==> src/core/burst_cfg_pkg.sv <==
// Configuration layout, codes and carriers for the burst read sequencer.
// Assumes a single 20 MHz system clock domain inside the device.
package burst_cfg_pkg;

    // ****************************************************************
    // Configuration word layout
    // ****************************************************************
    typedef struct packed {
        logic       read_sync_select;
        logic       reserved_hi;
        logic [2:0] first_access_latency;
        logic       wait_polarity_sel;
        logic       data_hold_sel;
        logic       wait_timing_sel;
        logic       burst_order_sel;
        logic       active_edge_sel;
        logic       reserved_mid_a;
        logic       reserved_mid_b;
        logic       wrap_disable;
        logic [2:0] burst_len_sel;
    } cfg_t;

    localparam int   CFG_W     = 16;
    localparam cfg_t CFG_RESET = 16'hFFCF;

    // ****************************************************************
    // Field codes
    // ****************************************************************
    localparam logic [2:0] LEN_4    = 3'h1;
    localparam logic [2:0] LEN_8    = 3'h2;
    localparam logic [2:0] LEN_16   = 3'h3;
    localparam logic [4:0] WORDS_4  = 5'h04;
    localparam logic [4:0] WORDS_8  = 5'h08;
    localparam logic [4:0] WORDS_16 = 5'h10;
    localparam logic [4:0] WORDS_CONT = 5'h00;
    localparam logic [2:0] LAT_MIN  = 3'h2;
    localparam logic [2:0] LAT_MAX  = 3'h7;

    // ****************************************************************
    // Synchronised control pins
    // ****************************************************************
    typedef struct packed {
        logic burst_clk;
        logic latch_n;
        logic chip_en_n;
        logic out_en_n;
    } pins_t;

    localparam pins_t PINS_IDLE = 4'h7;

    typedef enum logic [2:0] {
        ST_IDLE,
        ST_LAT,
        ST_DATA,
        ST_WAIT,
        ST_DONE
    } burst_state_t;

endpackage

==> src/core/burst_read_config_sequencer.sv <==
// Burst read configuration register and burst address sequencer.
// Assumes the array answers one request at a time on the clk domain,
// and that all pins are asynchronous to clk and much slower than it.
`timescale 1ns/1ps
module burst_read_config_sequencer
    import burst_cfg_pkg::*;
#(
    parameter int ADDR_W = 23,
    parameter int DATA_W = 16,
    parameter int DEPTH  = 2
) (
    input  wire logic              clk,
    input  wire logic              rstn,
    input  wire logic              burst_clk,
    input  wire logic              latch_n,
    input  wire logic              chip_en_n,
    input  wire logic              out_en_n,
    input  wire logic [ADDR_W-1:0] addr_pin,
    input  wire logic              cfg_load,
    input  wire cfg_t              cfg_value,
    output cfg_t                   cfg_readback,
    output logic                   array_req_valid,
    input  wire logic              array_req_ready,
    output logic [ADDR_W-1:0]      array_req_addr,
    input  wire logic              array_rsp_valid,
    output logic                   array_rsp_ready,
    input  wire logic [DATA_W-1:0] array_rsp_data,
    output logic [DATA_W-1:0]      dq_out,
    output logic                   dq_oe,
    output logic                   wait_out,
    output logic                   wait_oe,
    output logic                   burst_active
);

    localparam int SW = 4 + ADDR_W;
    localparam int PW = $clog2(DEPTH);
    localparam logic [SW-1:0] SYNC_RST = {PINS_IDLE, {ADDR_W{1'b0}}};

    // ****************************************************************
    // Helpers
    // ****************************************************************
    function automatic logic [4:0] len_words(input logic [2:0] code);
        case (code)
            LEN_4:   len_words = WORDS_4;
            LEN_8:   len_words = WORDS_8;
            LEN_16:  len_words = WORDS_16;
            default: len_words = WORDS_CONT;
        endcase
    endfunction

    function automatic logic [ADDR_W-1:0] next_addr(input logic [ADDR_W-1:0] a,
                                                    input logic [4:0] len,
                                                    input logic wrap);
        logic [ADDR_W-1:0] m;
        m = {{(ADDR_W-5){1'b0}}, len - 5'h01};
        if (!wrap || len == WORDS_CONT)
            next_addr = a + 1'b1;
        else
            next_addr = (a & ~m) | ((a + 1'b1) & m);
    endfunction

    // ****************************************************************
    // Pin synchronisers
    // ****************************************************************
    logic [SW-1:0] s1_reg, s2_reg, s3_reg, filt_reg;
    logic          k_last_reg, sel_last_reg;
    pins_t         pin;
    logic [ADDR_W-1:0] addr_in;

    always_ff @(posedge clk or negedge rstn) begin
        if (!rstn) begin
            s1_reg   <= SYNC_RST;
            s2_reg   <= SYNC_RST;
            s3_reg   <= SYNC_RST;
            filt_reg <= SYNC_RST;
        end else begin
            s1_reg   <= {burst_clk, latch_n, chip_en_n, out_en_n, addr_pin};
            s2_reg   <= s1_reg;
            s3_reg   <= s2_reg;
            filt_reg <= (~(s2_reg ^ s3_reg) & s3_reg) | ((s2_reg ^ s3_reg) & filt_reg);
        end
    end

    assign pin     = filt_reg[SW-1 -: 4];
    assign addr_in = filt_reg[ADDR_W-1:0];

    always_ff @(posedge clk or negedge rstn) begin
        if (!rstn) begin
            k_last_reg   <= 1'b0;
            sel_last_reg <= 1'b1;
        end else begin
            k_last_reg   <= pin.burst_clk;
            sel_last_reg <= pin.latch_n | pin.chip_en_n;
        end
    end

    // ****************************************************************
    // Configuration register
    // ****************************************************************
    cfg_t cfg_reg;

    always_ff @(posedge clk or negedge rstn) begin
        if (!rstn)
            cfg_reg <= CFG_RESET;
        else if (cfg_load)
            cfg_reg <= cfg_value;
    end

    assign cfg_readback = cfg_reg;

    logic       sync_mode, act_edge, cont, wrap_eff, sel, ce_on, hold2;
    logic [2:0] lat_val;
    logic [4:0] words;

    assign sync_mode = !cfg_reg.read_sync_select;
    assign act_edge  = cfg_reg.active_edge_sel ? (pin.burst_clk & ~k_last_reg)
                                               : (~pin.burst_clk & k_last_reg);
    assign lat_val   = (cfg_reg.first_access_latency < LAT_MIN) ? LAT_MAX
                                                                : cfg_reg.first_access_latency;
    assign words     = len_words(cfg_reg.burst_len_sel);
    assign cont      = (words == WORDS_CONT);
    assign wrap_eff  = !cfg_reg.wrap_disable && !cont;
    assign hold2     = cfg_reg.data_hold_sel;
    assign sel       = pin.latch_n | pin.chip_en_n;
    assign ce_on     = !pin.chip_en_n;

    // ****************************************************************
    // Burst sequencing
    // ****************************************************************
    burst_state_t      state_reg;
    logic              armed_reg, waited_reg, misalign_reg, hold_cnt_reg, pend_reg;
    logic [2:0]        lat_cnt_reg;
    logic [4:0]        words_left_reg, fetch_left_reg;
    logic [ADDR_W-1:0] out_addr_reg, fetch_addr_reg;
    logic [PW:0]       buf_cnt_reg;
    logic              start, abort, step, begin_cyc, need_ws;
    logic              go_done, go_ws, pop, stall, push;

    assign start = act_edge && armed_reg && !sel && sync_mode && !pend_reg;
    assign abort = !ce_on && state_reg != ST_IDLE;
    assign step  = act_edge && state_reg != ST_IDLE;

    always_comb begin
        begin_cyc = 1'b0;
        if (step && state_reg == ST_LAT)
            begin_cyc = (lat_cnt_reg == 3'h1);
        else if (step && (state_reg == ST_DATA || state_reg == ST_WAIT))
            begin_cyc = !hold_cnt_reg;
    end

    assign need_ws = misalign_reg && !waited_reg && !wrap_eff && (out_addr_reg[3:0] == 4'h0);
    assign go_done = begin_cyc && !cont && words_left_reg == 5'h00;
    assign go_ws   = begin_cyc && !go_done && need_ws;
    assign pop     = begin_cyc && !go_done && !go_ws && buf_cnt_reg != '0;
    assign stall   = begin_cyc && !go_done && !go_ws && buf_cnt_reg == '0;

    always_ff @(posedge clk or negedge rstn) begin
        if (!rstn)
            armed_reg <= 1'b0;
        else if (sel_last_reg && !sel)
            armed_reg <= 1'b1;
        else if (start || sel)
            armed_reg <= 1'b0;
    end

    always_ff @(posedge clk or negedge rstn) begin
        if (!rstn)
            state_reg <= ST_IDLE;
        else if (start)
            state_reg <= ST_LAT;
        else if (abort)
            state_reg <= ST_IDLE;
        else if (go_done)
            state_reg <= ST_DONE;
        else if (go_ws || stall)
            state_reg <= ST_WAIT;
        else if (pop)
            state_reg <= ST_DATA;
    end

    always_ff @(posedge clk or negedge rstn) begin
        if (!rstn)
            lat_cnt_reg <= 3'h0;
        else if (start)
            lat_cnt_reg <= lat_val;
        else if (step && state_reg == ST_LAT && lat_cnt_reg != 3'h0)
            lat_cnt_reg <= lat_cnt_reg - 3'h1;
    end

    always_ff @(posedge clk or negedge rstn) begin
        if (!rstn)
            hold_cnt_reg <= 1'b0;
        else if (pop || go_ws)
            hold_cnt_reg <= hold2;
        else if (step && hold_cnt_reg)
            hold_cnt_reg <= 1'b0;
    end

    always_ff @(posedge clk or negedge rstn) begin
        if (!rstn) begin
            waited_reg   <= 1'b0;
            misalign_reg <= 1'b0;
        end else if (start) begin
            waited_reg   <= 1'b0;
            misalign_reg <= (addr_in[2:0] != 3'h0);
        end else if (go_ws) begin
            waited_reg   <= 1'b1;
        end
    end

    always_ff @(posedge clk or negedge rstn) begin
        if (!rstn) begin
            out_addr_reg   <= '0;
            words_left_reg <= 5'h00;
        end else if (start) begin
            out_addr_reg   <= addr_in;
            words_left_reg <= words;
        end else if (pop) begin
            out_addr_reg   <= next_addr(out_addr_reg, words, wrap_eff);
            words_left_reg <= cont ? words_left_reg : words_left_reg - 5'h01;
        end
    end

    // ****************************************************************
    // Array fetch and two-entry buffer
    // ****************************************************************
    // Fetch runs ahead of the pins; buffer depth bounds the lookahead.
    logic [DATA_W-1:0] mem [DEPTH];
    logic [PW-1:0]     wr_ptr_reg, rd_ptr_reg;

    assign array_req_valid = state_reg != ST_IDLE && !pend_reg && !abort
                             && buf_cnt_reg < DEPTH && (cont || fetch_left_reg != 5'h00);
    assign array_req_addr  = fetch_addr_reg;
    assign array_rsp_ready = buf_cnt_reg < DEPTH;
    // Stale answers after an abort are accepted and dropped
    assign push            = array_rsp_valid && array_rsp_ready && pend_reg && state_reg != ST_IDLE;

    always_ff @(posedge clk or negedge rstn) begin
        if (!rstn) begin
            fetch_addr_reg <= '0;
            fetch_left_reg <= 5'h00;
        end else if (start) begin
            fetch_addr_reg <= addr_in;
            fetch_left_reg <= words;
        end else if (array_req_valid && array_req_ready) begin
            fetch_addr_reg <= next_addr(fetch_addr_reg, words, wrap_eff);
            fetch_left_reg <= cont ? fetch_left_reg : fetch_left_reg - 5'h01;
        end
    end

    always_ff @(posedge clk or negedge rstn) begin
        if (!rstn)
            pend_reg <= 1'b0;
        else if (array_req_valid && array_req_ready)
            pend_reg <= 1'b1;
        else if (array_rsp_valid && array_rsp_ready)
            pend_reg <= 1'b0;
    end

    always_ff @(posedge clk) begin
        if (push)
            mem[wr_ptr_reg] <= array_rsp_data;
    end

    always_ff @(posedge clk or negedge rstn) begin
        if (!rstn) begin
            wr_ptr_reg  <= '0;
            rd_ptr_reg  <= '0;
            buf_cnt_reg <= '0;
        end else if (start || state_reg == ST_IDLE) begin
            wr_ptr_reg  <= '0;
            rd_ptr_reg  <= '0;
            buf_cnt_reg <= '0;
        end else begin
            wr_ptr_reg  <= push ? wr_ptr_reg + 1'b1 : wr_ptr_reg;
            rd_ptr_reg  <= pop ? rd_ptr_reg + 1'b1 : rd_ptr_reg;
            buf_cnt_reg <= buf_cnt_reg + (PW+1)'(push) - (PW+1)'(pop);
        end
    end

    // ****************************************************************
    // Output pins
    // ****************************************************************
    logic pred_bad, wait_act;

    // Early wait looks one data cycle ahead of the state
    always_comb begin
        case (state_reg)
            ST_LAT:  pred_bad = lat_cnt_reg > (hold2 ? 3'h2 : 3'h1);
            ST_DATA: pred_bad = (!cont && words_left_reg == 5'h00) || need_ws;
            ST_WAIT: pred_bad = (buf_cnt_reg == '0);
            ST_DONE: pred_bad = 1'b1;
            default: pred_bad = 1'b0;
        endcase
    end

    assign wait_act = sync_mode && state_reg != ST_IDLE
                      && (cfg_reg.wait_timing_sel ? pred_bad : state_reg != ST_DATA);

    always_ff @(posedge clk or negedge rstn) begin
        if (!rstn) begin
            wait_out <= 1'b0;
            wait_oe  <= 1'b0;
            dq_oe    <= 1'b0;
        end else begin
            wait_out <= cfg_reg.wait_polarity_sel ? wait_act : !wait_act;
            wait_oe  <= ce_on && !pin.out_en_n;
            dq_oe    <= ce_on && !pin.out_en_n && sync_mode && state_reg != ST_IDLE;
        end
    end

    always_ff @(posedge clk or negedge rstn) begin
        if (!rstn)
            dq_out <= '0;
        else if (pop)
            dq_out <= mem[rd_ptr_reg];
    end

    assign burst_active = (state_reg != ST_IDLE);

endmodule // burst_read_config_sequencer

==> config.mk <==
export PLATFORM = sky130hd
export DESIGN_NAME = burst_read_config_sequencer
export DESIGN_NICKNAME = d
export VERILOG_FILES = /design/src/core/burst_cfg_pkg.sv /design/src/core/burst_read_config_sequencer.sv
export SDC_FILE = /design/constraint.sdc
export NUM_CORES = 1
export LEC_CHECK = 0
export ABC_CLOCK_PERIOD_IN_PS = 4140
export BUFFER_PORTS_ARGS = -buffer_cell sky130_fd_sc_hd__buf_2
export CAP_MARGIN = 20
export CELL_PAD_IN_SITES_DETAIL_PLACEMENT = 1
export CELL_PAD_IN_SITES_GLOBAL_PLACEMENT = 1
export CORE_MARGIN = 2
export CORE_UTILIZATION = 46
export DETAILED_ROUTE_END_ITERATION = 12
export GPL_ROUTABILITY_DRIVEN = 0
export PLACE_DENSITY = 0.9
export RECOVER_POWER = 25
export SETUP_SLACK_MARGIN = 0.3
export SYNTH_ARGS = -nofsm -noshare
export SYNTH_HDL_FRONTEND = slang
export SYNTH_SLANG_ARGS = --single-unit
==> constraint.sdc <==
create_clock -name clk -period 4.14 [get_ports clk]
set_input_delay 0.414 -clock clk [delete_from_list [all_inputs] [get_ports clk]]
set_output_delay 0.414 -clock clk [all_outputs]
set_load 0.02 [all_outputs]
==> results_dict.tcl, run 1 <==
set metrics [dict create \
    period_share 0.857 \
    synth_flop_cell "dfrtp_1" \
    synth_xor_area_frac 0.0354 \
    synth_edf_count 32 \
    cp.required_ns 3.73 \
    synth_top_cell_by_area "dfrtp_1" \
    crit_type "reg2out" \
    root_buffer "clkbuf_16" \
    nets 878 \
    vdd_ir_drop_max_v 0.000349 \
    cts_tree "done" \
    antennaDiodeCount 0 \
    violations "capacitance limit, slew limit" \
    critPathMaxFanout 11 \
    core_area_um2 18600 \
    finalSetupViolations 0 \
    synthAdderAreaFrac 0.0543 \
    synth_top_family_by_area "simple AND/OR/NAND/NOR gates" \
    p_switching_uw 1900 \
    synth_nets 727 \
    cp-start-kind "register" \
    min_period_ns 3.55 \
    die_w_um 141 \
    via_count 5615 \
    gr-total-overflow 0 \
    start_util 0.466 \
    cts.clk_slew.worst_paths_ns 0.06 \
    regArea_um2 5920 \
    fp.dieH_um 141 \
    place_area_um2 9550 \
    grt_pass1_vias 6086 \
    yosysSeqAreaShare 0.684 \
    placementRows 50 \
    combPwrFrac 0.181 \
    hpwl_mm 12.7 \
    fp.dieArea_um2 20000 \
    synthCells 647 \
    ios 125 \
    p_leak_uw 0.00450 \
    hold_violations 0 \
    post_synth.cell_area_avg_um2 13.4 \
    avgViaCountPerCell 5.35 \
    intPower_uw 4570 \
    relSlewSlack -0.805 \
    grt_max_degree 111 \
    p_clk_frac 0.372 \
    hold_depth 1 \
    drt_iter0_markers 267 \
    layout_commonest_cell "dfrtp_1" \
    yosys_warnings 0 \
    cap_violations 1 \
    fin_skew_ns 0.00801 \
    synth_cell_types 51 \
    ant_nets 0 \
    pwr_density_cell_nw_per_um2 609 \
    p_seq_frac 0.447 \
    synth_compound_area_frac 0.0540 \
    final_cell_mix "dfrtp_1 (170), buf_2 (118), nor2_1 (48)" \
    yosys_register_bits 229 \
    routed_wirelength_mm 19.9 \
    slew_viol_final 110 \
    cts_inserted_buffers 25 \
    portBuffers 124 \
    crit_arrival_ns 3.13 \
    drtPass1Iterations 4 \
    area_delta_synth_final_pct 22.8 \
    worst_setup_path_end_kind "primary output" \
    synthArstFlopShare 0.860 \
    max_clock_freq_mhz 282 \
    synth_area_leaders "dfrtp_1 (49%), edfxtp_1 (11%), dfstp_2 (8.2%)" \
    worstSkewPairLatency_ns 0.51 \
    rsz0062_at_grt "false" \
    swShare 0.294 \
    multi_input_area_um2 2580 \
    htreeDepth 1 \
    stdcell_area_um2 10600 \
    muxShareOfSynthArea 0.0426 \
    syn_area_um2 8660 \
    final.setup.tns_ns 0 \
    placed_cells_incl_taps 987 \
    synth_top_cell_area_share 0.491 \
    grt_pass1_wl_mm 32.4 \
    antenna_found_initial 0 \
    fillers 1909 \
    ctsLongestPathBuffers 3 \
    clock_sinks 229 \
    outcome "complete, but fails checks" \
    final_cells 1050 \
    hp-class "in2reg" \
    rr_worst_depth 12 \
    synthSimpleGateAreaFrac 0.110 \
    drc 0 \
    grt_usage 0.204 \
    drive_above_1_share 0.268 \
    worst_pin_slew_ns 2.71 \
    wire_per_inst_um 19.0 \
]
## critical path, stage by stage, from the launching register on
cell	delay (ns)
dfstp_2	0.56
or3b_2	0.51
ha_1	0.23
ha_1	0.32
nor4b_2	0.42
a211oi_1	0.20
and3_1	0.24
buf_2	0.16
## area by class of cell
type | count | area share
Inverter | 17 | 0.00600
Sequential cell | 229 | 0.557
Multi-Input combinational cell | 375 | 0.242
Clock inverter | 8 | 0.0135
Clock buffer | 37 | 0.0727
Tap cell | 234 | 0.0275
Timing Repair Buffer | 150 | 0.0815
## metal layers
| layer | wire length (um) | vias up | GRT usage |
|---|---|---|---|
| li1 | - | 2573 | - |
| met1 | 8350 | 2882 | 0.263 |
| met2 | 10300 | 123 | 0.356 |
| met3 | 741 | 37 | 0.0306 |
| met4 | 495 | 0 | 0.0653 |
| met5 | 0 | - | 0 |
## worst paths after layout
path | to | startpoint | slack (ns)
max | array_req_valid | cfg_readback[0] | 0.59
max reg2reg | buf_cnt_reg[1] | cfg_readback[0] | 0.74
min in group asynchronous | s1_reg[17] | rstn | 0.76
max in group asynchronous | hold_cnt_reg | rstn | 1.79
min reg2reg | s2_reg[22] | s1_reg[22] | 0.35
min | s1_reg[1] | addr_pin[1] | 0.02
## repair_timing
item / 4_1_cts / 5_1_grt
endpoints found under the hold margin: 18 / 0
buffers inserted: 0 / 0
setup endpoints to repair: 0 / 1
resized for setup: 0 / 1
hold buffers: 18 / 0
## power groups by stage
stage	clock (uW)	combinational (uW)	sequential [uW]
global route	2550	1290	2930
finish	2410	1170	2890
detailed placement	0	1140	2910
global placement	0	1080	2900
CTS	2460	1190	2890
floorplan	0	615	2960
## cells in the mapped netlist (all sizes together) (13+ instances only)
library cell / instances
a21oi: 38
clkbuf: 19
dfrtp: 170
dfstp: 27
edfxtp: 32
ha: 16
inv: 17
maj3: 27
mux2: 15
mux2i: 20
nand2: 34
nand3: 18
nor2: 48
nor3: 14
nor4: 13
o21ai: 24
xnor2: 29
## through the flow
step,hold WS (ns),util,power [uW],setup slack [ns]
after floorplan,0.118,-,3580,0.530
after global placement,0.333,0.514,3980,0.900
after detailed placement,0.336,0.514,4040,0.721
after CTS,0.00333,0.573,6530,0.365
after global routing,0.00586,0.573,6760,0.471
final,0.0198,0.573,6480,0.594
## kinds of logic after synthesis
logic type                 after synthesis
AOI/OAI and AO/OA                       80
adders and majority gates               43
buffers and inverters                   43
muxes                                   35
and+or+nand+nor                        182
DFF                                    229
xor gates and xnor gates                35
Note: power is estimated with default switching activity, not from simulation.
==> inputs of run 2 (changes only) <==
--- a/config.mk
+++ b/config.mk
@@ -15,7 +15,7 @@
 export DETAILED_ROUTE_END_ITERATION = 12
 export GPL_ROUTABILITY_DRIVEN = 0
 export PLACE_DENSITY = 0.9
-export RECOVER_POWER = 25
+export RECOVER_POWER = 100
 export SETUP_SLACK_MARGIN = 0.3
 export SYNTH_ARGS = -nofsm -noshare
 export SYNTH_HDL_FRONTEND = slang
==> results_dict.tcl, run 2 (synthesis results as in run 1) <==
set metrics [dict create \
    pwr_density_cell_nw_per_um2 610 \
    via_count 5656 \
    ant_nets 0 \
    final_cell_mix "dfrtp_1 (170), clkbuf_1 (75), buf_2 (57)" \
    root_buffer "clkbuf_16" \
    min_period_ns 3.59 \
    hold_violations 0 \
    area_delta_synth_final_pct 21.5 \
    worst_setup_path_end_kind "register" \
    pre_cts_slack_ns 0.721 \
    regToRegSetupSlack_ns 0.55 \
    hold_depth 1 \
    antennaDiodeCount 0 \
    die_w_um 141 \
    layout_commonest_cell "dfrtp_1" \
    vdd_ir_drop_max_v 0.000347 \
    relSlewSlack -0.797 \
    finalSetupViolations 0 \
    cp.required_ns 4.45 \
    avgViaCountPerCell 5.39 \
    grt_max_degree 111 \
    wire_per_inst_um 19.0 \
    max_clock_freq_mhz 279 \
    postCtsSetupBuffers 0 \
    period_share 0.867 \
    worstSkewPairLatency_ns 0.51 \
    cts_inserted_buffers 25 \
    grt_pass1_wl_mm 32.4 \
    fillers 1952 \
    regArea_um2 5920 \
    routed_wirelength_mm 20.0 \
    critPathMaxFanout 16 \
    rr_worst_depth 9 \
    start_util 0.466 \
    cp-start-kind "register" \
    fp.dieArea_um2 20000 \
    htreeDepth 1 \
    fin_skew_ns 0.00846 \
    core_area_um2 18600 \
    violations "capacitance limit, slew limit" \
    hpwl_mm 12.7 \
    gr-total-overflow 0 \
    placementRows 50 \
    hp-class "in2reg" \
    ios 125 \
    rsz0062_at_grt "false" \
    power_uw 6430 \
    cap_violations 2 \
    outcome "complete, but fails checks" \
    grt_usage 0.204 \
    crit_arrival_ns 3.90 \
    crit_type "reg2reg" \
    ctsLongestPathBuffers 3 \
    antenna_found_initial 0 \
    portBuffers 124 \
    cts_tree "done" \
    fin_ws_ns 0.551 \
    cts.clk_slew.worst_paths_ns 0.06 \
    drive_above_1_share 0.179 \
    drc 0 \
    grt_pass1_vias 6086 \
    worst_pin_slew_ns 2.70 \
    multi_input_area_um2 2560 \
    p_leak_uw 0.00429 \
    drtPass1Iterations 4 \
    slew_viol_final 150 \
    final.setup.tns_ns 0 \
    fp.dieH_um 141 \
    drt_iter0_markers 271 \
    nets 878 \
    clock_sinks 229 \
]
[run 2: changes by cell type in the layout (fill, tap and decap cells not counted), moves of 5 or more]
| cell | change |
|---|---|
| dfstp_2 | -5 |
| dfstp_1 | +5 |
| buf_4 | -5 |
| clkbuf_1 | +66 |
| o21ai_0 | +12 |
| o21ai_1 | -12 |
| buf_2 | -61 |
[run 2: layout make-up]
class	count	area share
Clock buffer	37	0.0734
Inverter	17	0.00606
Sequential cell	229	0.563
Tap cell	234	0.0278
Multi-Input combinational cell	375	0.243
Clock inverter	8	0.0137
Timing Repair Buffer	150	0.0733
[run 2: worst max-delay path, stage by stage (launching register included)]
cell and delay [ns]:
dfstp_1 0.58, or3b_2 0.52, ha_1 0.23, ha_1 0.31, nor4b_2 0.41, a211o_1 0.51
clkbuf_1 0.40, nor3_1 0.14, xnor2_1 0.19, a21oi_1 0.10
[run 2: path summary, 6_finish.rpt]
check | from | to
max | cfg_readback[0] | array_req_addr[5]
min | addr_pin[1] | s1_reg[1]
max reg2reg | cfg_readback[0] | array_req_addr[5]
min reg2reg | s1_reg[22] | s2_reg[22]
max in group asynchronous | rstn | s2_reg[3]
min in group asynchronous | rstn | s1_reg[17]
[run 2: power breakdown]
part           leakage [uW]  switching (uW)  internal (uW)
clock              0.000453             866           1540
combinational       0.00124             712            415
sequential          0.00260             318           2580
total               0.00429            1900           4530
[run 2: metal layers]
metal  up-vias  GRT usage  routed length, um
met5         -          0                  0
met4         0     0.0653                483
met3        35     0.0306                845
met2       145      0.356              10300
met1      2898      0.263               8310
li1       2578          -                  -
[run 2: per-stage QoR]
| step | instances | hold WS (ns) | util | cell area [um^2] |
|---|---|---|---|---|
| 3_5_place_dp | 987 | 0.336 | 0.514 | 9550 |
| 4_1_cts | 1050 | 0.00333 | 0.573 | 10700 |
| 5_1_grt | 1050 | 0.00586 | 0.567 | 10500 |
| 6_report | 1050 | 0.0210 | 0.567 | 10500 |
| 2_1_floorplan | 647 | 0.118 | - | 8660 |
| 3_3_place_gp | 987 | 0.333 | 0.514 | 9550 |
[run 2: what timing repair did]
action                     4_1_cts  5_1_grt
gates resized for setup          0        1
setup endpoints to repair        0        1
hold buffers                    18        0
hold endpoints to repair        18        0
